`src/doc_pkg.sv`:
```
package doc_pkg;

   // Timing
   localparam int CLK_HZ = 50_000_000;
   localparam int TICK_US = 1000;
   localparam int TICK_CYCLES_DEF = CLK_HZ / 1_000_000 * TICK_US;
   localparam int DEBOUNCE_MS = 10;
   localparam int DEBOUNCE_TICKS = DEBOUNCE_MS * 1000 / TICK_US;
   localparam int REENTRY_S = 120;
   localparam int REENTRY_TICKS_DEF = REENTRY_S * 1_000_000 / TICK_US;

   // Parameter table
   localparam int PARAM_COUNT = 64;
   localparam logic [5:0] PARAM_FIRST = 6'h00;
   localparam logic [5:0] PARAM_PASSWORD = 6'h3F;
   localparam logic [15:0] PASSWORD_RESET = 16'h0013;
   localparam logic [15:0] VALUE_NUMERIC = 16'hFFFF;
   localparam logic [15:0] VALUE_RESET = 16'h0000;

   // Bit positions inside the debounced groups
   localparam int C_STOP = 0;
   localparam int C_START = 1;
   localparam int C_A = 2;
   localparam int C_B = 3;
   localparam int C_C = 4;
   localparam int K_PROG = 0;
   localparam int K_SRC = 1;
   localparam int K_ENTER = 2;
   localparam int K_UP = 3;
   localparam int K_DOWN = 4;

   typedef enum logic [2:0] {
      SF_NONE = 3'h0,
      SF_VOLT = 3'h1,
      SF_MA = 3'h2,
      SF_PRESET = 3'h3,
      SF_START_REV = 3'h4
   } doc_sel_func_e;

   typedef enum logic [2:0] {
      SRC_KEYPAD = 3'h0,
      SRC_VOLT = 3'h1,
      SRC_MA = 3'h2,
      SRC_PRESET1 = 3'h3,
      SRC_PRESET2 = 3'h4,
      SRC_PRESET3 = 3'h5,
      SRC_PRESET4 = 3'h6
   } doc_src_e;

   typedef enum logic [1:0] {
      RL_RUN = 2'h0,
      RL_REVERSE = 2'h1,
      RL_AUTO = 2'h2,
      RL_PROGRAM = 2'h3
   } doc_relay_e;

   typedef enum logic [2:0] {
      ST_IDLE = 3'b000,
      ST_PASSWORD = 3'b001,
      ST_NAME = 3'b011,
      ST_VALUE = 3'b010,
      ST_JUMP = 3'b110
   } doc_state_e;

   typedef struct packed {
      doc_sel_func_e sel_a;
      doc_sel_func_e sel_b;
      doc_sel_func_e sel_c;
      doc_relay_e relay;
      logic three_wire;
      logic remote;
      logic pw_enable;
      logic modbus;
   } doc_cfg_s;

   typedef struct packed {
      logic en;
      logic [5:0] addr;
      logic [15:0] data;
   } doc_wr_s;

   // Upper bound of a choice-type parameter; numeric ones saturate at all ones
   function automatic logic [15:0] param_max(input logic [5:0] num);
      case (num)
         6'h00: param_max = 16'h0002;
         6'h0E: param_max = 16'h0001;
         6'h16: param_max = 16'h0002;
         6'h19: param_max = 16'h0004;
         6'h1A: param_max = 16'h0002;
         6'h1C: param_max = 16'h0003;
         6'h1E: param_max = 16'h0005;
         default: param_max = VALUE_NUMERIC;
      endcase
   endfunction

   function automatic logic is_speed_ref(input doc_sel_func_e f);
      is_speed_ref = (f == SF_VOLT) || (f == SF_MA) || (f == SF_PRESET);
   endfunction

endpackage
```
`src/doc_debounce.sv`:
```
`timescale 1ns/100ps
module doc_debounce import doc_pkg::*; #(
   parameter int N = 5
) (
   input wire logic clk,
   input wire logic resetn,
   input wire logic tick,
   input wire logic [N-1:0] raw,
   output logic [N-1:0] level,
   output logic [N-1:0] rise,
   output logic [N-1:0] fall
);
   logic [N-1:0] meta;
   logic [N-1:0] sync;

   always_ff @(posedge clk or negedge resetn) begin
      if (!resetn) begin
         meta <= '0;
         sync <= '0;
      end else begin
         meta <= raw;
         sync <= meta;
      end
   end

   // A change must hold for the whole window of ticks before it is believed
   genvar i;
   generate
      for (i = 0; i < N; i++) begin : g_bit
         logic [3:0] cnt;
         always_ff @(posedge clk or negedge resetn) begin
            if (!resetn) begin
               cnt <= 4'h0;
               level[i] <= 1'b0;
               rise[i] <= 1'b0;
               fall[i] <= 1'b0;
            end else begin
               rise[i] <= 1'b0;
               fall[i] <= 1'b0;
               if (sync[i] == level[i]) begin
                  cnt <= 4'h0;
               end else if (tick) begin
                  if (cnt == 4'(DEBOUNCE_TICKS - 1)) begin
                     cnt <= 4'h0;
                     level[i] <= sync[i];
                     rise[i] <= sync[i];
                     fall[i] <= ~sync[i];
                  end else begin
                     cnt <= cnt + 4'h1;
                  end
               end
            end
         end
      end
   endgenerate
endmodule // doc_debounce

```
`src/doc_operator_control.sv`:
```
`timescale 1ns/100ps
// How it works
// - Two-wire: run while stop/run contact closed
// - Three-wire: start closure runs, stop opening stops
// - Third input as reverse start starts reversed
// - Closed speed-select input picks its reference
// - No speed-select closed means keypad speed
// - Inputs A, B, C select presets one-three
// - Any two presets closed select preset four
// - Input and relay functions follow configuration
// - Program key enters directly or asks password
// - Operator scrolls password, enter compares it
// - Password resets to factory default value
// - Correct password enters program at parameter zero
// - On name, arrows step; enter goes to value
// - On value, arrows step number or cycle choices
// - Only enter commits; old value stays otherwise
// - Program key on value discards edit, back
// - Program key on name leaves program mode
// - Re-entry within two minutes skips password
// - Speed-source key enters or returns to jump
// - Jump arrows step number, caption while stepping
// - Jump enter shows value for normal editing
// - Jump mode only on Modbus variant
// - Highest-lettered closed speed-select input wins unless two presets are closed
// - Terminal start/stop obeyed only in remote
module doc_operator_control import doc_pkg::*; #(
   parameter int TICK_CYCLES = TICK_CYCLES_DEF,
   parameter int REENTRY_TICKS = REENTRY_TICKS_DEF
) (
   input wire logic CLK,
   input wire logic RESETN,
   input wire logic STOP_RUN_TERMINAL,
   input wire logic START_TERMINAL,
   input wire logic SELECT_INPUT_A,
   input wire logic SELECT_INPUT_B,
   input wire logic SELECT_INPUT_C,
   input wire logic PROGRAM_TOGGLE_KEY,
   input wire logic SPEED_SOURCE_KEY,
   input wire logic KEY_ENTER,
   input wire logic KEY_UP,
   input wire logic KEY_DOWN,
   input doc_cfg_s CONFIG,
   output logic RUN,
   output logic REVERSE,
   output doc_src_e SPEED_SOURCE,
   output logic RELAY_OUT,
   output logic PROGRAM_MODE,
   output logic PASSWORD_PROMPT,
   output logic CURSOR_ON_VALUE,
   output logic PARAMETER_JUMP_MODE,
   output logic JUMP_CAPTION,
   output logic [5:0] PARAM_NUMBER,
   output logic [15:0] DISPLAY_VALUE
);
   logic [15:0] tick_cnt;
   logic tick;
   logic [4:0] c_lvl, c_rise, c_fall;
   logic [4:0] k_lvl, k_rise;
   logic rev_en;
   logic [1:0] preset_cnt;
   doc_src_e next_src;
   doc_state_e state, next_state;
   logic [5:0] param, next_param;
   logic [15:0] edit, next_edit;
   logic [15:0] entry, next_entry;
   logic [15:0] password;
   logic [15:0] rd_data;
   logic [16:0] window_cnt;
   logic window;
   logic exit_prog;
   logic jump_ok;
   doc_wr_s wr;

   // Millisecond enable; all slow timing counts these pulses
   always_ff @(posedge CLK or negedge RESETN) begin
      if (!RESETN) begin
         tick_cnt <= 16'h0000;
         tick <= 1'b0;
      end else begin
         tick <= (tick_cnt == 16'(TICK_CYCLES - 1));
         tick_cnt <= (tick_cnt == 16'(TICK_CYCLES - 1)) ? 16'h0000 : tick_cnt + 16'h0001;
      end
   end

   doc_debounce #(.N(5)) u_contacts (
      .clk(CLK),
      .resetn(RESETN),
      .tick(tick),
      .raw({SELECT_INPUT_C, SELECT_INPUT_B, SELECT_INPUT_A, START_TERMINAL, STOP_RUN_TERMINAL}),
      .level(c_lvl),
      .rise(c_rise),
      .fall(c_fall)
   );

   doc_debounce #(.N(5)) u_keys (
      .clk(CLK),
      .resetn(RESETN),
      .tick(tick),
      .raw({KEY_DOWN, KEY_UP, KEY_ENTER, SPEED_SOURCE_KEY, PROGRAM_TOGGLE_KEY}),
      .level(k_lvl),
      .rise(k_rise),
      .fall()
   );

   doc_param_store u_store (
      .clk(CLK),
      .resetn(RESETN),
      .wr(wr),
      .rd_addr(param),
      .rd_data(rd_data)
   );

   // Start/stop from the terminal strip
   assign rev_en = (CONFIG.sel_c == SF_START_REV);

   always_ff @(posedge CLK or negedge RESETN) begin
      if (!RESETN) begin
         RUN <= 1'b0;
         REVERSE <= 1'b0;
      end else if (CONFIG.remote) begin
         if (!CONFIG.three_wire) begin
            RUN <= c_lvl[C_STOP];
            REVERSE <= rev_en & c_lvl[C_C];
         end else if (!c_lvl[C_STOP] || c_fall[C_STOP]) begin
            RUN <= 1'b0;
         end else if (rev_en && c_rise[C_C]) begin
            RUN <= 1'b1;
            REVERSE <= 1'b1;
         end else if (c_rise[C_START]) begin
            RUN <= 1'b1;
            REVERSE <= 1'b0;
         end
      end
   end

   // Speed reference choice
   function automatic doc_src_e src_of(input doc_sel_func_e f, input doc_src_e preset);
      case (f)
         SF_VOLT: src_of = SRC_VOLT;
         SF_MA: src_of = SRC_MA;
         default: src_of = preset;
      endcase
   endfunction

   assign preset_cnt = 2'((c_lvl[C_A] && CONFIG.sel_a == SF_PRESET))
                     + 2'((c_lvl[C_B] && CONFIG.sel_b == SF_PRESET))
                     + 2'((c_lvl[C_C] && CONFIG.sel_c == SF_PRESET));

   always_comb begin
      if (preset_cnt >= 2'h2) begin
         next_src = SRC_PRESET4;
      end else if (c_lvl[C_C] && is_speed_ref(CONFIG.sel_c)) begin
         next_src = src_of(CONFIG.sel_c, SRC_PRESET3);
      end else if (c_lvl[C_B] && is_speed_ref(CONFIG.sel_b)) begin
         next_src = src_of(CONFIG.sel_b, SRC_PRESET2);
      end else if (c_lvl[C_A] && is_speed_ref(CONFIG.sel_a)) begin
         next_src = src_of(CONFIG.sel_a, SRC_PRESET1);
      end else begin
         next_src = SRC_KEYPAD;
      end
   end

   always_ff @(posedge CLK or negedge RESETN) begin
      if (!RESETN) begin
         SPEED_SOURCE <= SRC_KEYPAD;
      end else begin
         SPEED_SOURCE <= next_src;
      end
   end

   always_ff @(posedge CLK or negedge RESETN) begin
      if (!RESETN) begin
         RELAY_OUT <= 1'b0;
      end else begin
         case (CONFIG.relay)
            RL_RUN: RELAY_OUT <= RUN;
            RL_REVERSE: RELAY_OUT <= REVERSE;
            RL_AUTO: RELAY_OUT <= (SPEED_SOURCE != SRC_KEYPAD);
            default: RELAY_OUT <= PROGRAM_MODE;
         endcase
      end
   end

   // Keypad programming
   function automatic logic [15:0] value_step(input logic [15:0] v, input logic [15:0] mx, input logic up);
      if (mx != VALUE_NUMERIC) begin
         if (up) value_step = (v >= mx) ? 16'h0000 : v + 16'h0001;
         else value_step = (v == 16'h0000) ? mx : v - 16'h0001;
      end else begin
         if (up) value_step = (v == mx) ? v : v + 16'h0001;
         else value_step = (v == 16'h0000) ? v : v - 16'h0001;
      end
   endfunction

   assign jump_ok = CONFIG.modbus;
   assign window = (window_cnt != 17'h0_0000);

   always_comb begin
      next_state = state;
      next_param = param;
      next_edit = edit;
      next_entry = entry;
      wr = '0;
      exit_prog = 1'b0;
      case (state)
         ST_IDLE: begin
            if (k_rise[K_PROG]) begin
               if (!CONFIG.pw_enable || window) begin
                  next_state = ST_NAME;
                  next_param = window ? param : PARAM_FIRST;
               end else begin
                  next_state = ST_PASSWORD;
                  next_entry = 16'h0000;
               end
            end
         end
         ST_PASSWORD: begin
            if (k_rise[K_PROG]) begin
               next_state = ST_IDLE;
            end else if (k_rise[K_ENTER]) begin
               if (entry == password) begin
                  next_state = ST_NAME;
                  next_param = PARAM_FIRST;
               end else begin
                  next_state = ST_IDLE;
               end
            end else if (k_rise[K_UP]) begin
               next_entry = entry + 16'h0001;
            end else if (k_rise[K_DOWN]) begin
               next_entry = entry - 16'h0001;
            end
         end
         ST_NAME: begin
            if (k_rise[K_PROG]) begin
               next_state = ST_IDLE;
               exit_prog = 1'b1;
            end else if (k_rise[K_SRC] && jump_ok) begin
               next_state = ST_JUMP;
            end else if (k_rise[K_ENTER]) begin
               next_state = ST_VALUE;
               next_edit = rd_data;
            end else if (k_rise[K_UP]) begin
               next_param = param + 6'h01;
            end else if (k_rise[K_DOWN]) begin
               next_param = param - 6'h01;
            end
         end
         ST_VALUE: begin
            if (k_rise[K_PROG]) begin
               next_state = ST_NAME;
            end else if (k_rise[K_SRC] && jump_ok) begin
               next_state = ST_JUMP;
            end else if (k_rise[K_ENTER]) begin
               wr = '{en: 1'b1, addr: param, data: edit};
               next_state = ST_NAME;
            end else if (k_rise[K_UP]) begin
               next_edit = value_step(edit, param_max(param), 1'b1);
            end else if (k_rise[K_DOWN]) begin
               next_edit = value_step(edit, param_max(param), 1'b0);
            end
         end
         ST_JUMP: begin
            if (!jump_ok || k_rise[K_PROG]) begin
               next_state = ST_NAME;
            end else if (k_rise[K_ENTER]) begin
               next_state = ST_VALUE;
               next_edit = rd_data;
            end else if (k_rise[K_UP]) begin
               next_param = param + 6'h01;
            end else if (k_rise[K_DOWN]) begin
               next_param = param - 6'h01;
            end
         end
         default: next_state = ST_IDLE;
      endcase
   end

   always_ff @(posedge CLK or negedge RESETN) begin
      if (!RESETN) begin
         state <= ST_IDLE;
         param <= PARAM_FIRST;
         edit <= VALUE_RESET;
         entry <= VALUE_RESET;
      end else begin
         state <= next_state;
         param <= next_param;
         edit <= next_edit;
         entry <= next_entry;
      end
   end

   // The password lives outside the table so a cleared store cannot unlock the keypad
   always_ff @(posedge CLK or negedge RESETN) begin
      if (!RESETN) begin
         password <= PASSWORD_RESET;
      end else if (wr.en && wr.addr == PARAM_PASSWORD) begin
         password <= wr.data;
      end
   end

   always_ff @(posedge CLK or negedge RESETN) begin
      if (!RESETN) begin
         window_cnt <= 17'h0_0000;
      end else if (exit_prog) begin
         window_cnt <= 17'(REENTRY_TICKS);
      end else if (tick && window) begin
         window_cnt <= window_cnt - 17'h0_0001;
      end
   end

   // Display reads the table one cycle behind the parameter number
   always_ff @(posedge CLK or negedge RESETN) begin
      if (!RESETN) begin
         PROGRAM_MODE <= 1'b0;
         PASSWORD_PROMPT <= 1'b0;
         CURSOR_ON_VALUE <= 1'b0;
         PARAMETER_JUMP_MODE <= 1'b0;
         JUMP_CAPTION <= 1'b0;
         PARAM_NUMBER <= PARAM_FIRST;
         DISPLAY_VALUE <= VALUE_RESET;
      end else begin
         PROGRAM_MODE <= (next_state != ST_IDLE);
         PASSWORD_PROMPT <= (next_state == ST_PASSWORD);
         CURSOR_ON_VALUE <= (next_state == ST_VALUE);
         PARAMETER_JUMP_MODE <= (next_state == ST_JUMP);
         JUMP_CAPTION <= (next_state == ST_JUMP) && (k_lvl[K_UP] || k_lvl[K_DOWN]);
         PARAM_NUMBER <= next_param;
         DISPLAY_VALUE <= (next_state == ST_PASSWORD) ? next_entry :
                          (next_state == ST_VALUE) ? next_edit : rd_data;
      end
   end
endmodule // doc_operator_control

```
`src/doc_param_store.sv`:
```
`timescale 1ns/100ps
module doc_param_store import doc_pkg::*; (
   input wire logic clk,
   input wire logic resetn,
   input doc_wr_s wr,
   input wire logic [5:0] rd_addr,
   output logic [15:0] rd_data
);
   logic [15:0] mem [PARAM_COUNT];

   always_ff @(posedge clk or negedge resetn) begin
      if (!resetn) begin
         for (int j = 0; j < PARAM_COUNT; j++) begin
            mem[j] <= VALUE_RESET;
         end
      end else if (wr.en) begin
         mem[wr.addr] <= wr.data;
      end
   end

   assign rd_data = mem[rd_addr];
endmodule // doc_param_store

```
`config.mk`:
```
export PLATFORM = sky130hd
export DESIGN_NAME = doc_operator_control
export DESIGN_NICKNAME = d
export VERILOG_FILES = /design/src/doc_pkg.sv /design/src/doc_debounce.sv /design/src/doc_operator_control.sv /design/src/doc_param_store.sv
export SDC_FILE = /design/constraint.sdc
export NUM_CORES = 2
export LEC_CHECK = 0
export ABC_AREA = 1
export BUFFER_PORTS_ARGS = -buffer_cell sky130_fd_sc_hd__clkbuf_2
export CAP_MARGIN = 20
export CORE_MARGIN = 4
export CORE_UTILIZATION = 57
export DETAILED_ROUTE_END_ITERATION = 12
export HOLD_SLACK_MARGIN = 0.06
export PLACE_DENSITY = 0.76
export REMOVE_ABC_BUFFERS = 1
export SETUP_SLACK_MARGIN = 0.02
export SYNTH_ARGS = -nofsm -noshare
export SYNTH_HDL_FRONTEND = slang
export SYNTH_SLANG_ARGS = --single-unit
```
`constraint.sdc`:
```
create_clock -name CLK -period 3.4 [get_ports CLK]
set_input_delay 0 -clock CLK [delete_from_list [all_inputs] [get_ports CLK]]
set_output_delay 0 -clock CLK [all_outputs]
set_load 0.005 [all_outputs]
```
After elaboration in Yosys (flattened, before gate mapping):

Index checks and enable logic that the tools add are counted.

* eq/ne operators: 63
* multiplexer cells: 148
* reduce and logical (&&, ||, !) cells: 58
* magnitude comparators: 5
* bitwise logic cells: 14
* $add $sub $neg: 20

Operator list (number)
* $bwmux 1024: 1
* $mux 16: 38
* $mux 4: 30
* $bmux 16 s6: 1
* $demux 16 s6: 1
* $mux 23: 4
* $pmux 16 s5: 1
* $mux 6: 12
* $add 16x1->16 const B: 3
* $pmux 16 s3: 1
* $mux 3: 14
* $add 4x1->4 const B: 10
* $eq 4x4->1 const B: 10
* $mux 1: 34
* $mux 17: 2
* $reduce_and 3->1: 11
* $eq 16x16->1: 2
* $ne 16x16->1 const B: 2
* $pmux 16 s2: 1
* $sub 16x1->16 const B: 2
* $eq 6x5->1 const B: 5
* $eq 3x2->1 const B: 9
* $pmux 6 s4: 1
* $reduce_bool 2->1: 11
* 42 further kinds: 102

* input port bits: 27
* register bits after elaboration: 1220

Logic depth before layout (Yosys ltp):

* depth after elaboration: 19
* gate-level depth with buffers: 30
* mapped depth without buffers: 29

Cells and area by module:

A second synthesis with hierarchy kept.

* cells, all modules: 7660
* area total of the unflattened synthesis: 59524.6 sq um

Modules (own cells, without submodules)
* doc_param_store: sequential area each 25624.6 sq um, times used 1, cells each 5863, area each 46484.6 sq um
* doc_operator_control: sequential area each 2956.6 sq um, times used 1, cells each 1293, area each 8753.4 sq um
* doc_debounce: sequential area each 1126.1 sq um, times used 2, cells each 252, area each 2143.3 sq um

Worst setup path before layout:

OpenSTA, ideal clock, no wires.

* kind: reg2reg
* from: register, netlist name PARAM_NUMBER[3]
* to: register DISPLAY_VALUE[5]
* period minus slack after synthesis: 3.474 ns
* data required time: 3.284 ns
* buffers on the path: 1
* library setup time: 0.116 ns
* arrival time: 3.358 ns
* path slack: -0.074 ns
* cell stages (with the launch flop): 22
* cell sequence: dfrtp_1 > buf_4 > nand2_1 > inv_2 > nand3_1 > nand3_1 > nor2_2 > nand2_1 > ha_1 > nand2_1 > nor2_1 > nand4_1 > nor2_1 > nand3_1 > inv_1 > nor2_1 > xor2_1 > nor2_1 > o21ai_0 > nand3_1 > nand2_1 > nand2_1

RTL lines
* end signal, assigned: RTL line doc_operator_control.sv:329 `DISPLAY_VALUE <= (next_state == ST_PASSWORD) ? next_entry :`
* end, declared: RTL line doc_operator_control.sv:54 `output logic [15:0] DISPLAY_VALUE`

==> impl_results.md <==
* Routed via count at roughly 52000
* CTS tree: built
* First-pass GRT wire length at 296000 microns
* Crit path max fanout at 108
* Routability cong. at ~0.95
* Worst-Skew Late Latency at 0.75 ns
* Final #Nets at between 7000 and 8000
* IO buf count at 59
* Placed instance count at around 8300
* Worst r2r src: PARAM_NUMBER[0]$_DFFE_PN0P_
* I/O pins at 60
* Initial core utilization at 0.577
* Area leader, netlist: dfrtp_1
* Fillcell total at approximately 8000
* Die width at between 300 and 400 microns
* Hold Crit Class: in -> reg
* Post-route setup slack at between 0.1 and 0.15 ns
* Final wirelength at around 190000 microns
* Power per cell area at between 400 and 500 nW/um^2
* HPWL Detailed at roughly 120000 microns
* Critical Path Source Type: flip-flop
* Clock sinks at between 1000 and 1500
* Power Total at 0.0294 W
* R2r endpoint: DISPLAY_VALUE[7]$_DFF_PN0_
* TritonRoute pass-1 iters at 8
* FP Rows at approximately 120
* Setup slack, reg-to-reg at around 0.15 ns
* Syn Area/Cell at between 8 and 9 sq um
* Worst-case clock skew at just under 0.03 ns
* Leak Pwr at between 30 and 40 nW
* Setup TNS at 0 ns
* Final setup viols at 0
* Hold Path Origin: CONFIG[4]
* R2R cell count at 16
* Num CTS Buffers at 132
* Clk slew on worst S/H paths at approximately 0.060 ns
* Worst IR Drop VDD at approximately 360 uV
* Share of layout cells above drive strength 1 at 0.103
* Vias in the first global route at around 50000
* Post-DR wirelength/cell at between 20 and 25 microns
* Worst-Margin Slew at roughly 0.99 ns
* Status: finished clean
* All-layer global routing usage at 0.362
* Antenna violations before repair at 9
* Die ar. at roughly 110000 sq um
* Via/cell ratio at ~6
* Worst slack, placed at 0.00383 ns
* Tcrit/Tclk final at 0.956
* Worst Hold End: RELAY_OUT$_DFF_PN0_
* Area Overhead vs Synth at 15.3%
* Crit path kind: reg -> reg
* Hold depth at 4
* Fmax at 308 MHz
* H-tree lvl count at 4
* Unrepaired setup endpoints after global routing: true
* Core Area at just under 100000 sq um
* Maximum clock path buffer count at 3
* Synth Instances at a little over 7000
* Netlist cell types at between 50 and 60
* Final Critical Period at roughly 3.3 ns
* CP required at approximately 4.1 ns
* Final Hold Viols at 0
* # DRC at 0
* Pins over their slew limit at 0
* CP endpoint kind: flip-flop
* Synth Warn # at 0
* WP data arrival at slightly below 4 ns
* Register area share after synthesis at 0.535
* Normalized max-slew margin at 0.338
* Top-area cell type share of the netlist area at 0.534
* Max cap viols at 0
* Post-synth EDFFs at 0
* Root Buffer: clkbuf_16
* Die H at 324 microns
* Initial DRC count at slightly below 7000
* FFs w/ async S/R, synth at 1.00
* Routed Antenna Nets at 0
* Dominant cells by area after synthesis: dfrtp_1, nand2_1, o21ai_0
* Aggregate global routing overflow at 0
* Fin cells at about 8600
* Largest net degree at the start of global routing at around 130
* Seq cells post-synth at 1220
* Post-synthesis cell area at between 50000 and 60000 sq um
* Synth Flop Type: dfrtp_1
==> how the worst max path moves through the flow <==
| stage | from | to | slack (ns) |
|---|---|---|---|
| after floorplan | PARAM_NUMBER[0]$_DFFE_PN0P_ | DISPLAY_VALUE[7]$_DFF_PN0_ | -17.54 |
| after global placement | PARAM_NUMBER[1]$_DFFE_PN0P_ | DISPLAY_VALUE[13]$_DFF_PN0_ | 0.06 |
| after detailed placement | PARAM_NUMBER[3]$_DFFE_PN0P_ | DISPLAY_VALUE[13]$_DFF_PN0_ | 0.004 |
| after CTS | PARAM_NUMBER[3]$_DFFE_PN0P_ | DISPLAY_VALUE[15]$_DFF_PN0_ | 0.03 |
| after global routing | PARAM_NUMBER[2]$_DFFE_PN0P_ | DISPLAY_VALUE[7]$_DFF_PN0_ | -0.05 |
| final | PARAM_NUMBER[0]$_DFFE_PN0P_ | DISPLAY_VALUE[7]$_DFF_PN0_ | 0.15 |
==> placed cells by master, fill, tap and decap left out, types with 21 or more instances in the layout <==
master and count:
a21oi_1 338, o22ai_1 31, inv_1 369, a31oi_1 21, nand2_1 1900, o211ai_1 48, a22oi_1 138, buf_12 88
nand3_1 215, o21ai_0 1260, nor2_2 42, xnor2_1 26, dlygate4sd3_1 41, ha_1 47, nor2_1 626, dfrtp_1 1213
clkbuf_2 58, inv_2 31, o21ai_1 63, buf_4 283, clkbuf_16 136, clkbuf_1 29, clkbuf_8 23, nor3_1 40
xor2_1 29, nand4_1 51
==> synthesized netlist by cell type (16+ instances only) <==
| library cell | instances |
|---|---|
| buf_2 | 76 |
| xor2_1 | 29 |
| a21oi_1 | 340 |
| dfrtp_1 | 1217 |
| buf_1 | 24 |
| nor2_1 | 638 |
| o211ai_1 | 48 |
| a31oi_1 | 21 |
| nand3_1 | 218 |
| o22ai_1 | 31 |
| a22oi_1 | 138 |
| clkinv_1 | 16 |
| nor3_1 | 40 |
| inv_1 | 379 |
| nand4_1 | 51 |
| ha_1 | 47 |
| xnor2_1 | 26 |
| o21ai_0 | 1268 |
| clkbuf_1 | 389 |
| nand2_1 | 1908 |
| nor2_2 | 36 |
| o21ai_1 | 56 |
==> critical path, stage by stage, from the launching register on <==
cell and delay (ns):
dfrtp_4 0.48, buf_12 0.36, buf_4 0.38, nor2_1 0.08
nor2_1 0.08, o21ai_0 0.08, a31oi_1 0.37, o21ai_0 0.26
nand2_1 0.16, inv_1 0.07, nand2_1 0.20, nand2_1 0.08
nand3_1 0.11, nand2_1 0.07, nand2_1 0.06, nand2_1 0.05
nand2_1 0.05
==> kinds of logic after synthesis <==
family / after synthesis / share of synthesized area
fa+ha+maj: 48 / 0.0107
buf+inv: 902 / 0.0614
simple gates: 2918 / 0.204
flops: 1220 / 0.535
compound gates: 1932 / 0.181
xor+xnor: 55 / 0.00845
==> cell type report <==
cell class,instances,area (sq um),area share
multi-input cells,4953,23100,0.352
inverters,409,1540,0.0235
diodes,3,7.51,0.000114
flip-flops and latches,1220,30500,0.465
well taps,1287,1610,0.0245
clock inverters,41,492,0.00748
clock buffers,188,3830,0.0582
repair buffers,471,4600,0.0699
==> per-stage QoR <==
stage                     hold WS [ns]  area, sq um  utilization
after detailed placement         0.110        60900        0.616
after global routing             0.133        65700        0.665
final                            0.114        65700        0.665
after CTS                       0.0658        65600        0.664
after global placement          0.0993        60900        0.616
after floorplan                 -0.296        55100            -
==> metal layers <==
| layer | up-vias | share of wire | track usage |
|---|---|---|---|
| met1 | 25046 | 0.40 | 0.501 |
| li1 | 23461 | - | - |
| met3 | 571 | 0.12 | 0.0992 |
| met2 | 2954 | 0.43 | 0.530 |
| met5 | - | 0.000042 | 0 |
| met4 | 2 | 0.055 | 0.180 |
==> state kept, by name, summed over array words and instances (netlist names), 6 cells and up <==
signal and count:
tick_cnt 16, password 16, edit 16, PARAM_NUMBER 6, u_contacts.g_bit.cnt 20, entry 16, DISPLAY_VALUE 16, u_keys.g_bit.cnt 20
window_cnt 17, u_store.mem 1024
==> power by group <==
part           total (W)  switching (W)  internal, W
sequential        0.0145     0.00000779       0.0145
clock             0.0144        0.00594      0.00845
combinational   0.000433       0.000337    0.0000960
==> timing repair <==
| action | CTS | global route |
|---|---|---|
| endpoints found under the setup margin | 6 | 31 |
| gates resized for setup | 3 | 33 |
| hold buffers | 41 | 0 |
| setup buffers | 0 | 5 |
| pin swaps | 0 | 13 |
| cloned | 0 | 0 |
| hold endpoints to repair | 1192 | 0 |
Power figures use the tool's default switching activity.
